$ cat src/shared/crcu_params.svh
// Register offsets, field positions, reset values and timing counts of the checksum unit
`ifndef CRCU_PARAMS_SVH
`define CRCU_PARAMS_SVH

// Register byte offsets
`define CRCU_OFS_DATA      12'h000
`define CRCU_OFS_SCRATCH   12'h004
`define CRCU_OFS_CTRL      12'h008
`define CRCU_OFS_SEED      12'h010

// Control register field positions
`define CRCU_CTRL_RST_BIT     0
`define CRCU_CTRL_INREV_LSB   5
`define CRCU_CTRL_INREV_MSB   6
`define CRCU_CTRL_OUTREV_BIT  7

// Reset values
`define CRCU_DATA_RST     32'hffffffff
`define CRCU_SEED_RST     32'hffffffff
`define CRCU_SCRATCH_RST  8'h00

// Generator polynomial, fixed
`define CRCU_POLY         32'h04c11db7

// Longest update, in bus clock cycles
`define CRCU_CALC_CYCLES  4

// Access size levels and reversal modes
`define CRCU_LVL_BYTE     2'h1
`define CRCU_LVL_HALF     2'h2
`define CRCU_LVL_WORD     2'h3
`define CRCU_REV_WORD     2'h3

`endif

$ cat src/shared/crcu_pkg.sv
// Types shared by the checksum unit modules
package crcu_pkg;

  // Engine states, Gray coded
  typedef enum logic [0:0]
  {
    CRCU_ENG_IDLE = 1'b0,
    CRCU_ENG_RUN  = 1'b1
  } crcu_eng_st_t;

  // Engine state
  typedef struct packed
  {
    crcu_eng_st_t st;
    logic [31:0]  crc;
    logic [31:0]  shreg;
    logic [2:0]   left;
  } crcu_eng_t;

  // Size level plus low-aligned write data
  typedef struct packed
  {
    logic [1:0]  lvl;
    logic [31:0] data;
  } crcu_wr_t;

  // Register slice state
  typedef struct packed
  {
    logic        pready;
    logic        pslverr;
    logic [31:0] prdata;
    logic        buf_full;
    logic [31:0] buf_data;
    logic [1:0]  buf_lvl;
    logic [7:0]  scratch;
    logic [1:0]  in_rev;
    logic        out_rev;
    logic [31:0] seed;
  } crcu_regs_t;

endpackage : crcu_pkg

$ cat src/hdl/crcu_bitrev.sv
// Bit order reversal within bytes, half words or the whole word
`timescale 1ns/10ps
`include "crcu_params.svh"

module crcu_bitrev
(
  // Data
  input  wire logic [31:0] din,
  input  wire logic [1:0]  mode,
  input  wire logic [1:0]  lvl,
  output logic      [31:0] dout
);

  logic [1:0] eff;

  ////////////////////////////////////////////////////////////////////////////////
  // Clamp the mode to the access size, so a narrow write reverses only itself
  always_comb
  begin
    eff = (mode > lvl) ? lvl : mode;
  end

  // Mirror bits inside groups of 8, 16 or 32
  always_comb
  begin
    dout = din;
    for (int i = 0; i < 32; i++)
    begin
      unique case (eff)
        2'h0: dout[i] = din[i];
        2'h1: dout[i] = din[(i & ~7) + (7 - (i & 7))];
        2'h2: dout[i] = din[(i & ~15) + (15 - (i & 15))];
        2'h3: dout[i] = din[31 - i];
      endcase
    end
  end

endmodule : crcu_bitrev

$ cat src/hdl/crcu_engine.sv
// Running remainder and byte-serial update engine
`timescale 1ns/10ps
`include "crcu_params.svh"

module crcu_engine
  import crcu_pkg::*;
(
  // Clock and reset
  input  wire logic        sys_clk,
  input  wire logic        rst_b,
  input  wire logic        clk_en,
  // Control
  input  wire logic        load,
  input  wire logic [31:0] load_val,
  input  wire logic        start,
  input  wire logic [31:0] data,
  input  wire logic [1:0]  lvl,
  // Status
  output logic             busy,
  output logic      [31:0] crc
);

  crcu_eng_t q;
  crcu_eng_t d;

  ////////////////////////////////////////////////////////////////////////////////
  // One byte through the shift register, most significant bit first
  function automatic logic [31:0] crc_step8(input logic [31:0] c, input logic [7:0] b);
    logic [31:0] r;
    r = c ^ {b, 24'h000000};
    for (int i = 0; i < 8; i++)
    begin
      r = r[31] ? ({r[30:0], 1'b0} ^ `CRCU_POLY) : {r[30:0], 1'b0};
    end
    return r;
  endfunction : crc_step8

  // Bytes per access size
  function automatic logic [2:0] lvl_bytes(input logic [1:0] l);
    logic [2:0] n;
    unique case (l)
      `CRCU_LVL_BYTE: n = 3'h1;
      `CRCU_LVL_HALF: n = 3'h2;
      default:        n = 3'h4;
    endcase
    return n;
  endfunction : lvl_bytes

  ////////////////////////////////////////////////////////////////////////////////
  // Next state: one byte a cycle, at most four cycles a word
  always_comb
  begin
    d = q;
    unique case (q.st)
      CRCU_ENG_IDLE:
      begin
        if (load)
        begin
          d.crc = load_val;
        end
        else if (start)
        begin
          d.shreg = data << (6'd32 - {lvl_bytes(lvl), 3'h0});
          d.left  = lvl_bytes(lvl);
          d.st    = CRCU_ENG_RUN;
        end
      end
      CRCU_ENG_RUN:
      begin
        d.crc   = crc_step8(q.crc, q.shreg[31:24]);
        d.shreg = {q.shreg[23:0], 8'h00};
        d.left  = q.left - 3'h1;
        if (q.left == 3'h1)
        begin
          d.st = CRCU_ENG_IDLE;
        end
      end
    endcase
  end

  // State register, frozen while clk_en is low
  always_ff @(posedge sys_clk or negedge rst_b)
  begin
    if (!rst_b)
    begin
      q <= '{st: CRCU_ENG_IDLE, crc: `CRCU_DATA_RST, shreg: 32'h00000000, left: 3'h0};
    end
    else if (clk_en)
    begin
      q <= d;
    end
  end

  assign busy = (q.st == CRCU_ENG_RUN);
  assign crc  = q.crc;

endmodule : crcu_engine

$ cat src/hdl/crcu_top.sv
// Checksum unit: APB register slice, input buffer, reversal and update engine
//
// The APB register port was left to the implementer.
`timescale 1ns/10ps
`include "crcu_params.svh"

module crcu_top
  import crcu_pkg::*;
#(
  parameter int unsigned ADDR_W = 12
)
(
  // Clock, reset, enable
  input  wire logic              sys_clk,
  input  wire logic              rst_b,
  input  wire logic              clk_en,
  // APB request
  input  wire logic              psel,
  input  wire logic              penable,
  input  wire logic              pwrite,
  input  wire logic [ADDR_W-1:0] paddr,
  input  wire logic [31:0]       pwdata,
  input  wire logic [3:0]        pstrb,
  // APB answer
  output logic                   pready,
  output logic      [31:0]       prdata,
  output logic                   pslverr
);

  crcu_regs_t  q;
  crcu_regs_t  d;
  crcu_wr_t    wr;
  logic [31:0] wr_rev;
  logic [31:0] crc_now;
  logic [31:0] crc_mirror;
  logic [31:0] result_view;
  logic        eng_busy;
  logic        eng_start;
  logic        eng_load;
  logic        access;
  logic        eng_idle;
  logic        data_wr_ok;
  logic        lane0_wr;
  logic        rst_req;
  logic        rst_ok;
  logic [31:0] ctrl_view;

  // Register offsets at the width of the address bus
  localparam logic [ADDR_W-1:0] OFS_DATA    = ADDR_W'(`CRCU_OFS_DATA);
  localparam logic [ADDR_W-1:0] OFS_SCRATCH = ADDR_W'(`CRCU_OFS_SCRATCH);
  localparam logic [ADDR_W-1:0] OFS_CTRL    = ADDR_W'(`CRCU_OFS_CTRL);
  localparam logic [ADDR_W-1:0] OFS_SEED    = ADDR_W'(`CRCU_OFS_SEED);

  // Register slice contents after reset
  localparam crcu_regs_t REGS_RST = '{pready:   1'b0,
                                      pslverr:  1'b0,
                                      prdata:   32'h00000000,
                                      buf_full: 1'b0,
                                      buf_data: 32'h00000000,
                                      buf_lvl:  `CRCU_LVL_WORD,
                                      scratch:  `CRCU_SCRATCH_RST,
                                      in_rev:   2'h0,
                                      out_rev:  1'b0,
                                      seed:     `CRCU_SEED_RST};

  ////////////////////////////////////////////////////////////////////////////////
  // Write size and lane selection from the byte strobes
  function automatic crcu_wr_t lane_pick(input logic [3:0] strb, input logic [31:0] wd);
    crcu_wr_t r;
    unique case (strb)
      4'h1:    r = '{lvl: `CRCU_LVL_BYTE, data: {24'h000000, wd[7:0]}};
      4'h2:    r = '{lvl: `CRCU_LVL_BYTE, data: {24'h000000, wd[15:8]}};
      4'h4:    r = '{lvl: `CRCU_LVL_BYTE, data: {24'h000000, wd[23:16]}};
      4'h8:    r = '{lvl: `CRCU_LVL_BYTE, data: {24'h000000, wd[31:24]}};
      4'h3:    r = '{lvl: `CRCU_LVL_HALF, data: {16'h0000, wd[15:0]}};
      4'hc:    r = '{lvl: `CRCU_LVL_HALF, data: {16'h0000, wd[31:16]}};
      default: r = '{lvl: `CRCU_LVL_WORD, data: wd};
    endcase
    return r;
  endfunction : lane_pick

  // Byte lane enabled by the strobes; an all-zero strobe means a full word
  function automatic logic lane_on(input logic [3:0] strb, input int lane);
    logic r;
    r = strb[lane] || (strb == 4'h0);
    return r;
  endfunction : lane_on

  // Byte-masked update of a register word
  function automatic logic [31:0] wmask(input logic [31:0] old, input logic [31:0] wd,
                                        input logic [3:0] strb);
    logic [31:0] r;
    r = old;
    for (int i = 0; i < 4; i++)
    begin
      if (lane_on(strb, i))
      begin
        r[8*i +: 8] = wd[8*i +: 8];
      end
    end
    return r;
  endfunction : wmask

  ////////////////////////////////////////////////////////////////////////////////
  // Input side: pick the lane, then reverse per control field
  assign wr = lane_pick(pstrb, pwdata);

  crcu_bitrev u_in_rev
  (
    .din  (wr.data),
    .mode (q.in_rev),
    .lvl  (wr.lvl),
    .dout (wr_rev)
  );

  // Output side: whole-word mirror of the remainder
  crcu_bitrev u_out_rev
  (
    .din  (crc_now),
    .mode (`CRCU_REV_WORD),
    .lvl  (`CRCU_LVL_WORD),
    .dout (crc_mirror)
  );

  assign result_view = q.out_rev ? crc_mirror : crc_now;

  // Update engine holding the running remainder
  crcu_engine u_engine
  (
    .sys_clk  (sys_clk),
    .rst_b    (rst_b),
    .clk_en   (clk_en),
    .load     (eng_load),
    .load_val (q.seed),
    .start    (eng_start),
    .data     (q.buf_data),
    .lvl      (q.buf_lvl),
    .busy     (eng_busy),
    .crc      (crc_now)
  );

  ////////////////////////////////////////////////////////////////////////////////
  // Access phase waiting for an answer
  assign access = psel && penable && !q.pready;

  // Buffer and engine both empty: the result is final, a reseed loses nothing
  assign eng_idle = !q.buf_full && !eng_busy;

  // The buffered word moves to the engine as soon as the engine is free
  assign eng_start = q.buf_full && !eng_busy;

  // A data write fits if the buffer is empty or empties in this cycle
  assign data_wr_ok = !q.buf_full || eng_start;

  // Control write to byte 0; a reseed waits until pending data is folded in
  assign lane0_wr = lane_on(pstrb, 0);
  assign rst_req  = lane0_wr && pwdata[`CRCU_CTRL_RST_BIT];
  assign rst_ok   = !rst_req || eng_idle;

  // Control read back: reversal fields in place, reset bit always zero
  assign ctrl_view = {24'h000000, q.out_rev, q.in_rev, 5'h00};

  // Register slice, buffer drain and answer generation
  always_comb
  begin
    d         = q;
    d.pready  = 1'b0;
    d.pslverr = 1'b0;
    eng_load  = 1'b0;

    // Hand the buffered word to the engine once it is idle
    if (eng_start)
    begin
      d.buf_full = 1'b0;
    end

    // Decode the waiting access by register offset
    if (access)
    begin
      unique case (paddr)
        // Data: words into the buffer, result out once final
        OFS_DATA:
        begin
          if (pwrite)
          begin
            // Buffer free now, or freed this cycle; otherwise wait states
            if (data_wr_ok)
            begin
              d.buf_full = 1'b1;
              d.buf_data = wr_rev;
              d.buf_lvl  = wr.lvl;
              d.prdata   = 32'h00000000;
              d.pready   = 1'b1;
            end
          end
          else if (eng_idle)
          begin
            d.prdata = result_view;
            d.pready = 1'b1;
          end
        end
        // Scratch byte: lane 0 only, outside any calculation
        OFS_SCRATCH:
        begin
          if (pwrite)
          begin
            if (lane0_wr)
            begin
              d.scratch = pwdata[7:0];
            end
            d.prdata  = 32'h00000000;
          end
          else
          begin
            d.prdata = {24'h000000, q.scratch};
          end
          d.pready = 1'b1;
        end
        // Control: reversal fields and the self-clearing reseed bit
        OFS_CTRL:
        begin
          if (pwrite)
          begin
            // A reset waits for pending data so no word is lost or misordered
            if (rst_ok)
            begin
              if (lane0_wr)
              begin
                d.in_rev  = pwdata[`CRCU_CTRL_INREV_MSB:`CRCU_CTRL_INREV_LSB];
                d.out_rev = pwdata[`CRCU_CTRL_OUTREV_BIT];
                eng_load  = pwdata[`CRCU_CTRL_RST_BIT];
              end
              d.prdata = 32'h00000000;
              d.pready = 1'b1;
            end
          end
          else
          begin
            d.prdata = ctrl_view;
            d.pready = 1'b1;
          end
        end
        // Seed: byte-masked word, loaded into the remainder by a reseed
        OFS_SEED:
        begin
          if (pwrite)
          begin
            d.seed   = wmask(q.seed, pwdata, pstrb);
            d.prdata = 32'h00000000;
          end
          else
          begin
            d.prdata = q.seed;
          end
          d.pready = 1'b1;
        end
        default:
        begin
          // Unmapped: answer at once with an error and zero data
          d.prdata  = 32'h00000000;
          d.pslverr = 1'b1;
          d.pready  = 1'b1;
        end
      endcase
    end
  end

  ////////////////////////////////////////////////////////////////////////////////
  // State register, frozen while clk_en is low
  always_ff @(posedge sys_clk or negedge rst_b)
  begin
    if (!rst_b)
    begin
      q <= REGS_RST;
    end
    else if (clk_en)
    begin
      q <= d;
    end
  end

  // Answer ports straight from the state register
  assign pready  = q.pready;
  assign prdata  = q.prdata;
  assign pslverr = q.pslverr;

endmodule : crcu_top

$ cat config.mk
export PLATFORM = sky130hd
export DESIGN_NAME = crcu_top
export DESIGN_NICKNAME = d
export VERILOG_FILES = /design/src/shared/crcu_pkg.sv /design/src/hdl/crcu_bitrev.sv /design/src/hdl/crcu_engine.sv /design/src/hdl/crcu_top.sv
export VERILOG_INCLUDE_DIRS = /design/src /design/src/shared
export SDC_FILE = /design/constraint.sdc
export NUM_CORES = 1
export LEC_CHECK = 0
export ABC_AREA = 0
export BUFFER_PORTS_ARGS = -buffer_cell sky130_fd_sc_hd__buf_2
export CORE_MARGIN = 3
export CORE_UTILIZATION = 60
export DETAILED_ROUTE_END_ITERATION = 12
export PLACE_DENSITY = 0.8
export SKIP_CTS_REPAIR_TIMING = 1
export SLEW_MARGIN = 20
export SYNTH_ARGS = -nofsm -noshare
export SYNTH_HDL_FRONTEND = slang
export SYNTH_SLANG_ARGS = --single-unit
$ cat constraint.sdc
create_clock -name sys_clk -period 3.9 [get_ports sys_clk]
set_input_delay 0.585 -clock sys_clk [delete_from_list [all_inputs] [get_ports sys_clk]]
set_output_delay 0.585 -clock sys_clk [all_outputs]
set_load 0.01 [all_outputs]
; Yosys cells after proc, flatten, opt, wreduce, memory -nomap -nowiden
; Cells that the tools add are included.
[word_totals]
register_bits = 180
in_bits = 54
out_inout_bits = 34
[op_classes]
add_sub_neg = 2
magnitude_cmp = 1
eq_ne = 21
n_shift = 1
n_mux = 91
bitwise = 10
n_reduce_logical = 29
[ops]
columns = op, n
row1 = 32-bit 2-to-1 mux, 9
row2 = 27-bit 2-to-1 mux, 8
row3 = 34-bit one-hot mux with 6 select lines, 1
row4 = 35-bit 2-to-1 mux, 4
row5 = 68-bit one-hot mux with 2 select lines, 1
row6 = 1-bit one-hot mux with 4 select lines, 32
row7 = 32-bit one-hot mux with 4 select lines, 1
row8 = 112-bit 2-to-1 mux, 1
row9 = 14-bit NOT, 8
row10 = 67-bit 2-to-1 mux, 1
row11 = 8-bit 2-to-1 mux, 8
row12 = 5-bit AND reduction, 7
row13 = 32-bit by 6-bit left shift with 32-bit output, 1
row14 = 32-bit bitwise XOR, 1
row15 = 3-bit 2-to-1 mux, 7
row16 = 1-bit 2-to-1 mux, 15
row17 = 12-bit by 3-bit == test with 1-bit output (second input constant), 1
row18 = 12-bit by 4-bit == test with 1-bit output (second input constant), 1
row19 = 12-bit by 5-bit == test with 1-bit output (second input constant), 1
row20 = 12-bit zero test, 1
row21 = 3-bit != test (second input constant), 3
row22 = 4-bit by 2-bit == test with 1-bit output (second input constant), 2
row23 = 4-bit == test (second input constant), 2
row24 = 2-bit == test (second input constant), 3
row25 = other kinds (21), 36

; Logic depth before layout (Yosys ltp)
[depth]
depth_word = 18
ltp_mapped = 13
mapped_depth_nobuf = 10

; By module
; From an unflattened synthesis, not the netlist that was laid out.
[unflattened]
hier_cells = 1254
hier_area_um2 = 13002.5
[by_module_without_submodules]
columns = module, n_inst, cells_per_inst, area_each_um2
row1 = crcu_top, 1, 519, 6234.7
row2 = crcu_engine, 1, 491, 4553.1
row3 = crcu_bitrev, 2, 122, 1107.3

; Worst setup path before layout
; OpenSTA, ideal clock, no wires.
[synth_path]
path_type = input -> register
start = in pstrb[2]
end = reg q[47] (netlist bit)
setup_ps = 125
t_arrival_ps = 2909
path_slack_ps = 866
cell_stages = 11
n_path_buf = 1
cell_sequence = buf_2 -> xor2_1 -> a211o_1 -> inv_1 -> ha_1 -> nor2_1 -> a21oi_1 -> a211oi_2 -> nor2_2 -> mux4_2 -> mux2_2
[synth_via]
elab_chain_cells = 6
[synth_lines]
columns = element, line
row1 = "start, declared", crcu_top.sv:23  ; input wire logic [3:0] pstrb,
row2 = 4-bit == test (tied with other cells), crcu_top.sv:70  ; unique case (strb)
row3 = 34-bit one-hot mux with 6 select lines (*), crcu_top.sv:70
row4 = 2-bit > comparator, crcu_bitrev.sv:20  ; eff = (mode > lvl) ? lvl : mode;
row5 = 2-bit 2-to-1 mux, crcu_bitrev.sv:20
row6 = 2-bit == test (tied with other cells), crcu_bitrev.sv:29  ; unique case (eff)
row7 = 1-bit one-hot mux with 4 select lines (*), crcu_bitrev.sv:29
row8 = "end signal, assigned", crcu_top.sv:274  ; q <= REGS_RST;
row9 = "end signal, assigned", crcu_top.sv:278  ; q <= d;
row10 = "end, declared", crcu_top.sv:30  ; crcu_regs_t q;
; Every way passes the cells marked *; elsewhere a longest branch is shown, timed or not.
; A chain may end at the register's enable or synchronous reset.

; Worst setup path after layout
[layout_path]
start = in pstrb[0]
end = reg q[47] (netlist bit)
; The elaborated chain is that of the path after synthesis.

==> impl_results.md <==
* Top cell family by delay on the critical path: simple AND/OR/NAND/NOR gates
* Worst reg-to-reg path cell count at 7
* Max-slew violation count at 0
* Post-synthesis sequential area ratio at 40.30%
* Crit Reg-Reg Startpoint: ctrl_view[5]
* Die area at 20660 µm²
* Clock Skews at 0.01421 ns
* Initial core utilization at 62.29%
* Rel. slew slack at 23.47%
* DP Wirelength at around 24000 µm
* Total track usage at 33.33%
* Fmax at 300.8 MHz
* Worst slew pin tran at approximately 1.1 ns
* Core ar. at 18270 µm²
* EDFF count, synth at 0
* Area Growth Syn to Fin at 8.652%
* Mapped Cells at ~1200
* Initial antenna violation count at 0
* Max Cap Viol at 0
* Num CTS Buffers at 17
* Placement Cell Area at 11760 µm²
* Lkg Pwr at 5.114 nW
* Critical-path maximum fanout at 18
* Outcome: finished, final reports clean
* Final WL at 33940 µm
* Hold Violations, Final at 0
* RSZ-0062 raised after global routing: false
* H-tree Lvls at 4
* Clock transition at path regs at ~0.080 ns
* Vias in the first global route at 9201
* Synthesized Nets at around 1300
* Crit path capture type: flip-flop
* Antenna cell count at 0
* Avg Cell Area, Syn at 9.359 µm²
* Worst path cell trace: buf_2 -> nor4b_2 -> a211o_1 -> inv_1 -> ha_1 -> nor3_1 -> a311oi_2 -> nor2_2 -> mux4_2 -> mux2_2
* Ys async rst share at 100.0%
* Global-route wire length before repair at 52820 µm
* Crit path required time at 4.22 ns
* Layout cells sized above 1 at 24.26%
* Per-cell routed wire length at between 20 and 25 µm
* Synth cell types at 76
* CTS tree: yes
* YS warnings at 0
* Final setup violation count at 0
* Vias at 9847
* Grt total ovfl at 0
* Crit path DAT at 3.64 ns
* Finished Cell Area at 12370 µm²
* Crit path launch type: input port
* Crit-path slowest cell: nor2_2
* Top FF cell, synth: dfrtp_1
* CP startpoint: pstrb[0]
* Worst skew pair latency at 0.44 ns
* Power per cell area at ~540 nW/µm²
* Initial DRC count at 1182
* FF+latch count, synth at between 150 and 200
* CP Class: input port to flip-flop
* Fill cells at 1411
* Routed Antenna Nets at 0
* Flop2flop setup slack at 0.93 ns
* Vias per std cell at roughly 6.7
* Fin nets at approximately 1300
* Clk buf depth at 2
* Io pins at 88
* Post-synthesis cell area at 11380 µm²
* Max incr delay on CP at 0.64 ns
* Largest net degree at the start of global routing at 85
* Setup TNS at 0 ns
* FF-to-FF End: q[47]
* Crit share post-route at 85.23%
* CTS Sinks at 180
* Hold WC Path Type: input port to asynchronous set/reset pin
* Fin util at 67.68%
* Multi-input logic area at 6083 µm²
* Post-layout minimum cycle time at 3.324 ns
* Max IR drop VDD at ~0.37 mV
* Number of remaining DRC errors at 0
* Row Count at 49
* Chip Height at 143.7 µm
* Chip width at 143.7 µm
* FF+latch area at between 4000 and 5000 µm²
* Worst Path Buf+Inv at 2
* Pre-antenna DRT Iters at 6
* Root buffer cell: clkbuf_16
* GP Congestion at 0.9786
* IO Port Bufs at 87
==> power by group <==
part	switching (mW)	total [mW]	internal (mW)
Combinational	1.43	2.53	1.10
Sequential	0.255	2.41	2.15
Clock	0.828	1.78	0.953
==> worst max path at each step <==
stage	to	slack (ns)	cells after the start
4_1_cts	q[47]	0.62	10
3_3_place_gp	q[47]	0.29	10
3_5_place_dp	q[47]	0.16	10
2_1_floorplan	q[47]	0.87	11
5_1_grt	q[47]	0.46	10
6_report	q[47]	0.58	10
==> per-stage QoR <==
stage / power (mW) / cells / hold slack (ns) / setup slack [ns]
floorplan: 4.232 / 1216 / 0.2894 / 0.8661
global placement: 4.791 / 1442 / 0.4575 / 0.2863
detailed placement: 4.832 / 1442 / 0.4655 / 0.1607
CTS: 6.668 / 1474 / 0.2339 / 0.6249
global route: 7.003 / 1474 / 0.2558 / 0.4604
finish: 6.717 / 1474 / 0.2035 / 0.5761
==> kinds of logic after synthesis <==
logic type / count (synthesis) / synth area share, %
muxes: 120 / 11.27
and+or+nand+nor: 291 / 12.56
xor gates and xnor gates: 75 / 6.277
AOI/OAI and AO/OA: 397 / 22.37
adders and majority gates: 7 / 0.7476
buffers and inverters: 146 / 6.475
DFF: 180 / 40.30
==> worst reg2reg max path, delay by kind of cell (launching register included) <==
kind                     cells  cell delay (ns)
AO/OA/AOI/OAI                1             0.10
adder cells (fa/ha/maj)      1             0.36
buffers and inverters        1             0.11
flip-flops                   1             0.45
multiplexers                 2             0.86
AND/OR/NAND/NOR              2             0.97
==> cell usage after synthesis, types with 7 or more instances <==
cell type	n	area share (%)
nand2_1	141	4.7
o21ai_0	134	5.9
dfrtp_1	114	25
a21oi_1	79	3.5
dfstp_2	66	15
mux2i_1	64	5.6
clkbuf_1	62	2.0
xnor2_1	56	4.3
mux2_2	54	5.3
a22o_1	39	3.0
nor2_1	39	1.3
buf_4	32	2.1
nand3_1	31	1.4
o211ai_1	27	1.8
a211oi_1	23	1.5
buf_2	19	0.84
inv_1	19	0.63
nor3_1	15	0.66
and3_1	14	0.77
a21o_1	13	0.86
xor2_1	13	1.0
a31oi_1	12	0.66
o22ai_1	12	0.66
a22oi_1	10	0.66
nor2b_1	9	0.49
a2bb2oi_1	8	0.62
nand3b_1	8	0.53
buf_1	7	0.23
==> cell type report <==
| cell class | count | share of cell area (%) |
|---|---|---|
| inverter | 20 | 0.6071 |
| multi-input combinational | 890 | 49.20 |
| sequential | 180 | 37.10 |
| clock inverter | 14 | 1.275 |
| tap | 229 | 2.317 |
| clock buffer | 18 | 3.643 |
| timing repair buffer | 123 | 5.859 |
==> state kept, by name, indices dropped and copies added (netlist names) <==
name	flops
q	75
u_engine.q	35
prdata	32
u_engine.crc	32
ctrl_view	3
pready	1
pslverr	1
u_engine.busy	1
==> layer usage <==
layer / GRT usage (%) / share of wire (%)
met1: 49.17 / 42
met2: 48.12 / 43
met3: 8.419 / 12
met4: 11.00 / 3.5
met5: 0 / 0
==> cells in the final DEF (no fill, tap or decap), types with 19 or more instances in the layout <==
| cell type | netlist | final |
|---|---|---|
| o211ai_1 | 27 | 27 |
| nor2_1 | 39 | 38 |
| buf_4 | 32 | 35 |
| dfrtp_1 | 114 | 113 |
| nand2_1 | 141 | 141 |
| buf_2 | 19 | 86 |
| o21ai_0 | 134 | 134 |
| dfstp_2 | 66 | 66 |
| nand3_1 | 31 | 31 |
| mux2i_1 | 64 | 64 |
| a211oi_1 | 23 | 23 |
| a21oi_1 | 79 | 79 |
| inv_1 | 19 | 19 |
| mux2_2 | 54 | 54 |
| a22o_1 | 39 | 39 |
| xnor2_1 | 56 | 56 |
No activity file was read; power rests on OpenSTA's default activity.
